==> config.mk <==
export PLATFORM = sky130hd
export DESIGN_NAME = dfsa_port
export DESIGN_NICKNAME = d
export VERILOG_FILES = /design/src/dfsa_pkg.sv /design/src/dfsa_edge.sv /design/src/dfsa_port.sv
export SDC_FILE = /design/constraint.sdc
export NUM_CORES = 1
export LEC_CHECK = 0
export ABC_AREA = 1
export BUFFER_PORTS_ARGS = -buffer_cell sky130_fd_sc_hd__buf_2
export CAP_MARGIN = 20
export CORE_UTILIZATION = 38
export CTS_BUF_LIST = sky130_fd_sc_hd__clkbuf_16
export DETAILED_ROUTE_END_ITERATION = 6
export MAX_ROUTING_LAYER = met4
export SETUP_SLACK_MARGIN = 0.2
export SYNTH_ARGS = -nofsm -noshare
export SYNTH_HDL_FRONTEND = slang
export SYNTH_SLANG_ARGS = --single-unit
export TNS_END_PERCENT = 1
==> constraint.sdc <==
create_clock -name clock -period 1.65 [get_ports clock]
set_input_delay 0.33 -clock clock [delete_from_list [all_inputs] [get_ports clock]]
set_output_delay 0.33 -clock clock [all_outputs]
set_load 0.005 [all_outputs]
==> src/dfsa_pkg.sv <==
// Package for the frame-sync converter serial port.
// Assumes one 250 MHz system clock; serial pins sampled synchronously.
package dfsa_pkg;
   // ----------------------------------------
   // Widths and counts
   // ----------------------------------------
   localparam int DFSA_RESULT_W = 14;
   localparam logic [3:0] DFSA_LAST_BIT = 4'hD;
   localparam logic [4:0] DFSA_CONV_CLKS = 5'h0A;
   localparam logic [13:0] DFSA_RESULT_RST = 14'h0000;

   typedef enum logic [2:0] {
      DFSA_SLEEP,
      DFSA_OTHER_MODE,
      DFSA_IDLE,
      DFSA_CONVERT,
      DFSA_SHIFT
   } dfsa_state_t;
endpackage

==> src/dfsa_edge.sv <==
// Edge detector for one synchronous input pin.
// Assumes the pin is already synchronous to clock.
`timescale 1ns/1ps
module dfsa_edge (
   input wire logic clock,
   input wire logic nrst,
   input wire logic pin,
   output logic rise,
   output logic fall
);
   typedef struct packed {
      logic prev;
   } dfsa_edge_st_t;

   dfsa_edge_st_t st_r;
   dfsa_edge_st_t st_nxt;

   always_comb begin
      st_nxt.prev = pin;
   end

   always_ff @(posedge clock or negedge nrst) begin
      if (!nrst) begin
         st_r <= '0;
      end else begin
         st_r <= st_nxt;
      end
   end

   assign rise = pin & ~st_r.prev;
   assign fall = ~pin & st_r.prev;
endmodule

==> src/dfsa_port.sv <==
// Serial port of a 14-bit converter in DSP frame-sync mode.
// Assumes a DSP master drives sclk, csN and frameSyncIn synchronously to clock,
// and that the analog core delivers a result on convResult when asked.
//
// How it works
// - Conversion timed only by external serial clock
// - Falling select edge wakes from sleep
// - Frame-sync level sampled at select fall
// - Frame-sync low at select fall: DSP mode
// - Select may stay low; mode persists
// - Frame-sync pulse starts a conversion
// - Outgoing frame-sync marks MSB on data
// - No channel scanning in DSP mode
// - Serial clock shifts all data
// - Data changes on serial clock falling edge
`timescale 1ns/1ps
module dfsa_port (
   input wire logic clock,
   input wire logic nrst,
   input wire logic sclk,
   input wire logic csN,
   input wire logic frameSyncIn,
   input wire logic [dfsa_pkg::DFSA_RESULT_W-1:0] convResult,
   output logic convStart,
   output logic dspMode,
   output logic frameSyncOut,
   output logic dataOut
);
   import dfsa_pkg::*;

   // ----------------------------------------
   // State
   // ----------------------------------------
   typedef struct packed {
      dfsa_state_t state;
      logic [4:0] clkCnt;
      logic [3:0] bitCnt;
      logic [DFSA_RESULT_W-1:0] shift;
      logic convStart;
      logic dspMode;
      logic frameSyncOut;
      logic dataOut;
   } dfsa_st_t;

   dfsa_st_t st_r;
   dfsa_st_t st_nxt;
   logic sclkRise;
   logic sclkFall;
   logic csFall;

   dfsa_edge uSclk (
      .clock(clock),
      .nrst(nrst),
      .pin(sclk),
      .rise(sclkRise),
      .fall(sclkFall)
   );

   dfsa_edge uCs (
      .clock(clock),
      .nrst(nrst),
      .pin(csN),
      .rise(),
      .fall(csFall)
   );

   // ----------------------------------------
   // Next state
   // ----------------------------------------
   always_comb begin
      st_nxt = st_r;
      st_nxt.convStart = 1'b0;
      if (csFall) begin
         // Mode chosen from frame-sync level at the select edge
         if (!frameSyncIn) begin
            st_nxt.state = DFSA_IDLE;
            st_nxt.dspMode = 1'b1;
         end else begin
            st_nxt.state = DFSA_OTHER_MODE;
            st_nxt.dspMode = 1'b0;
         end
         st_nxt.frameSyncOut = 1'b0;
         st_nxt.dataOut = 1'b0;
      end else begin
         case (st_r.state)
            DFSA_SLEEP: begin
               st_nxt.dspMode = 1'b0;
            end
            DFSA_OTHER_MODE: begin
               st_nxt.dspMode = 1'b0;
            end
            DFSA_IDLE: begin
               // Select level ignored here: it may stay low forever
               if (frameSyncIn && sclkRise) begin
                  st_nxt.state = DFSA_CONVERT;
                  st_nxt.convStart = 1'b1;
                  st_nxt.clkCnt = '0;
               end
            end
            DFSA_CONVERT: begin
               // Conversion paced by serial clock edges, no internal oscillator
               if (sclkFall) begin
                  if (st_r.clkCnt == DFSA_CONV_CLKS) begin
                     st_nxt.state = DFSA_SHIFT;
                     st_nxt.shift = convResult;
                     st_nxt.dataOut = convResult[DFSA_RESULT_W-1];
                     st_nxt.frameSyncOut = 1'b1;
                     st_nxt.bitCnt = '0;
                  end else begin
                     st_nxt.clkCnt = st_r.clkCnt + 5'h01;
                  end
               end
            end
            DFSA_SHIFT: begin
               if (sclkFall) begin
                  st_nxt.frameSyncOut = 1'b0;
                  if (st_r.bitCnt == DFSA_LAST_BIT) begin
                     st_nxt.state = DFSA_IDLE;
                     st_nxt.dataOut = 1'b0;
                  end else begin
                     st_nxt.shift = {st_r.shift[DFSA_RESULT_W-2:0], 1'b0};
                     st_nxt.dataOut = st_r.shift[DFSA_RESULT_W-2];
                     st_nxt.bitCnt = st_r.bitCnt + 4'h1;
                  end
               end
            end
            default: begin
               st_nxt.state = DFSA_SLEEP;
            end
         endcase
      end
   end

   // ----------------------------------------
   // Registers
   // ----------------------------------------
   always_ff @(posedge clock or negedge nrst) begin
      if (!nrst) begin
         st_r.state <= DFSA_SLEEP;
         st_r.clkCnt <= '0;
         st_r.bitCnt <= '0;
         st_r.shift <= DFSA_RESULT_RST;
         st_r.convStart <= 1'b0;
         st_r.dspMode <= 1'b0;
         st_r.frameSyncOut <= 1'b0;
         st_r.dataOut <= 1'b0;
      end else begin
         st_r <= st_nxt;
      end
   end

   assign convStart = st_r.convStart;
   assign dspMode = st_r.dspMode;
   assign frameSyncOut = st_r.frameSyncOut;
   assign dataOut = st_r.dataOut;
endmodule

==> impl_results.md <==
* Status: finished clean
* Fin. Hold Viols at 0
* Post-route DRC violation count at 0
* Drt total wl at between 3 and 4 mm
* Avg WL per Cell at 11.1 microns
* Final setup fails at 0
* Critical path required time at about 1.8 ns
* Lkg Pwr at 0.00121 uW
* CTS tree: built
* Fmax at slightly above 700 MHz
* Post-synth top area share at a little over two fifths
* FP Rows at 24
* Synth Register Bits at 31
* Post-Syn Nets at between 200 and 300
* Die height at 70.5 microns
* Worst Path Max Fanout at 15
* Core ar. at 4440 sq um
* TritonCTS buffer count at 5
* Bufs on Longest Clock Path at 2
* ANT cells at 0
* PD cells at 1340 nW/um^2
* Initial Util at approximately 40%
* Setup slack, reg-to-reg at roughly 0.24 ns
* Avg Cell Area, Syn at roughly 7.4 sq um
* IO buf count at 22
* Final ANT Viol Nets at 0
* Vias in the first global route at ~1400
* RSZ-0062 raised after global routing: true
* Vias per cell at 4.80
* IO Pins at 23
* Largest area contributor in the netlist: dfrtp_1
* Max-cap violation count at 0
* Initial drt markers at 96
* Reg clk slew, reported paths at 0.05 ns
* Overflow after GRT at 0
* Sequential element share of the synthesized area at about 43%
* First-pass GRT wire length at 6.38 mm
* Synthesized cell area at 1780 sq um
* Slew margin rel. at between 70% and 80%
* Launching element type of the critical path: register
* Area contributors post-synth: dfrtp_1, nand2_1, nand3_1
* Share of layout cells above drive strength 1 at 26.0%
* Hold_ws at around 0.058 ns
* Setup TNS at 0 ns
* Crit path DAT at about 1.6 ns
* Routability cong. at around 0.85
* Worst-margin pin slew at 0.392 ns
* Die width at 70.5 microns
* HP Class: input port to asynchronous set/reset pin
* RR Startpoint: st_r[18]$_DFFE_PN0P_
* Fillers at 466
* Die area at between 4000 and 5000 sq um
* Largest net degree at the start of global routing at 32
* Vias at roughly 1600
* R2R Path End: st_r[21]$_DFFE_PN0P_
* Maximum VDD drop at between 0.0005 and 0.0006 V
* Initial antenna violation count at 0
* Gr usage total at around 17%
* Root buf cell: clkbuf_16
* Tmin final at approximately 1.4 ns
* CTS Sinks at 31
* Total power at ~3000 uW
* Period utilization at 85.5%
* Synth warn at 0
* Mapped Cells at between 200 and 250
* Worst Skew at around 0.0045 ns
* Clock Latency Late Sink at 0.27 ns
* Final net count at roughly 300
* Synth-to-layout area growth at 25.5%
* Crit Path Category: register to register
* Setup crit end kind: register
* Final Max Tran Viols at 0
* Count of cell types in the netlist at 23
* Detailed Place HPWL at between 2 and 2.5 mm
* Reg2Reg Depth at 8
* DR pass1 iterations at 4
* H-tree depth at 2
[report_power, final]
part	leakage (uW)	internal, uW	switching (uW)
Combinational	0.000721	340	521
Sequential	0.000406	960	168
Clock	0.0000812	702	313
Total	0.00121	2000	1000
[critical path: stages, from the launching register on]
cell and delay [ns]:
dfrtp_1 0.42, ha_1 0.23, nand3_2 0.10, nand3_4 0.09, o21ai_2 0.09, nand2_2 0.09, buf_12 0.16, nand2_1 0.07
o21ai_2 0.05
[area by class of cell]
type | count | area, sq um | area share (%)
sequential | 31 | 779 | 34.8
multi-input combinational | 186 | 943 | 42.1
inverter | 18 | 70.1 | 3.13
timing repair buffer | 34 | 216 | 9.67
clock inverter | 3 | 38.8 | 1.73
clock buffer | 5 | 125 | 5.59
tap | 52 | 65.1 | 2.91
[per-stage QoR]
stage / instances / setup slack [ns] / utilization (%) / cell area (sq um)
6_report: 329 / 0.240 / 50.4 / 2240
5_1_grt: 329 / 0.137 / 50.4 / 2240
4_1_cts: 325 / 0.201 / 48.6 / 2160
3_5_place_dp: 315 / 0.125 / 44.1 / 1960
3_3_place_gp: 315 / 0.155 / 44.1 / 1960
2_1_floorplan: 242 / 0.240 / - / 1780
[how the worst max path moves through the flow]
| stage | startpoint | endpoint | depth (start not counted) |
|---|---|---|---|
| 6_report | st_r[18]$_DFFE_PN0P_ | st_r[21]$_DFFE_PN0P_ | 8 |
| 4_1_cts | st_r[18]$_DFFE_PN0P_ | st_r[21]$_DFFE_PN0P_ | 8 |
| 3_5_place_dp | st_r[18]$_DFFE_PN0P_ | st_r[21]$_DFFE_PN0P_ | 8 |
| 5_1_grt | st_r[23]$_DFFE_PN0P_ | st_r[26]$_DFFE_PN0P_ | 6 |
| 2_1_floorplan | st_r[22]$_DFFE_PN0P_ | st_r[20]$_DFFE_PN0P_ | 10 |
| 3_3_place_gp | st_r[18]$_DFFE_PN0P_ | st_r[19]$_DFFE_PN0P_ | 8 |
[sequential cells by signal, summed over array words and instances (netlist names)]
signal,count
uCs.st_r,1
convStart,1
st_r,25
dspMode,1
dataOut,1
uSclk.st_r,1
frameSyncOut,1
[cell families after synthesis]
family	after synthesis	share of synthesized area [%]
AND/OR/NAND/NOR	161	38.8
flip-flops	31	43.5
buffers and inverters	26	6.80
AO/OA/AOI/OAI	17	6.66
adder cells (fa/ha/maj)	4	2.81
XOR/XNOR	3	1.47
[synth_stat cells]
library cell and instances:
clkbuf_1 1, inv_2 2, nand3_2 1, buf_6 2
o21ai_2 6, a21oi_4 1, nand2_4 1, xnor2_1 1
nand2_1 108, inv_1 16, nand2_2 3, nor2_1 7
buf_2 4, nor2_2 3, xor2_1 2, nand3_1 29
or2_2 5, o21ai_1 5, dfrtp_1 31, nand4_1 4
buf_4 1, ha_1 4, o21ai_0 5
[what timing repair did]
item / CTS / global route
hold buffers: 0 / 0
resized for setup: 9 / 11
setup buffers: 1 / 4
cloned: 1 / 0
endpoints found under the setup margin: 22 / 27
pin swaps: 2 / 7
[cells in the final DEF, fill, tap and decap left out]
master | Yosys | final
a21oi_4 | 1 | 1
buf_12 | 0 | 1
buf_2 | 4 | 22
buf_4 | 1 | 10
buf_6 | 2 | 1
bufinv_16 | 0 | 1
clkbuf_16 | 0 | 5
clkinv_1 | 0 | 1
clkinv_2 | 0 | 1
dfrtp_1 | 31 | 28
dfrtp_2 | 0 | 3
ha_1 | 4 | 4
inv_1 | 16 | 15
inv_2 | 2 | 2
inv_4 | 0 | 1
nand2_1 | 108 | 107
nand2_2 | 3 | 4
nand2_4 | 1 | 1
nand2_8 | 0 | 1
nand3_1 | 29 | 27
nand3_2 | 1 | 1
nand3_4 | 0 | 2
nand4_1 | 4 | 4
nor2_1 | 7 | 7
nor2_2 | 3 | 2
nor2_4 | 0 | 1
o21ai_0 | 5 | 4
o21ai_1 | 5 | 5
o21ai_2 | 6 | 7
or2_2 | 5 | 5
xnor2_1 | 1 | 1
xor2_1 | 2 | 2
[per-layer routing]
layer	vias up	wire length [microns]	GRT usage, %
met3	7	86	3.90
met2	19	1620	25.2
met5	-	0	-
li1	839	-	-
met4	0	61	6.80
met1	713	1880	22.3
Power figures use the tool's default switching activity.
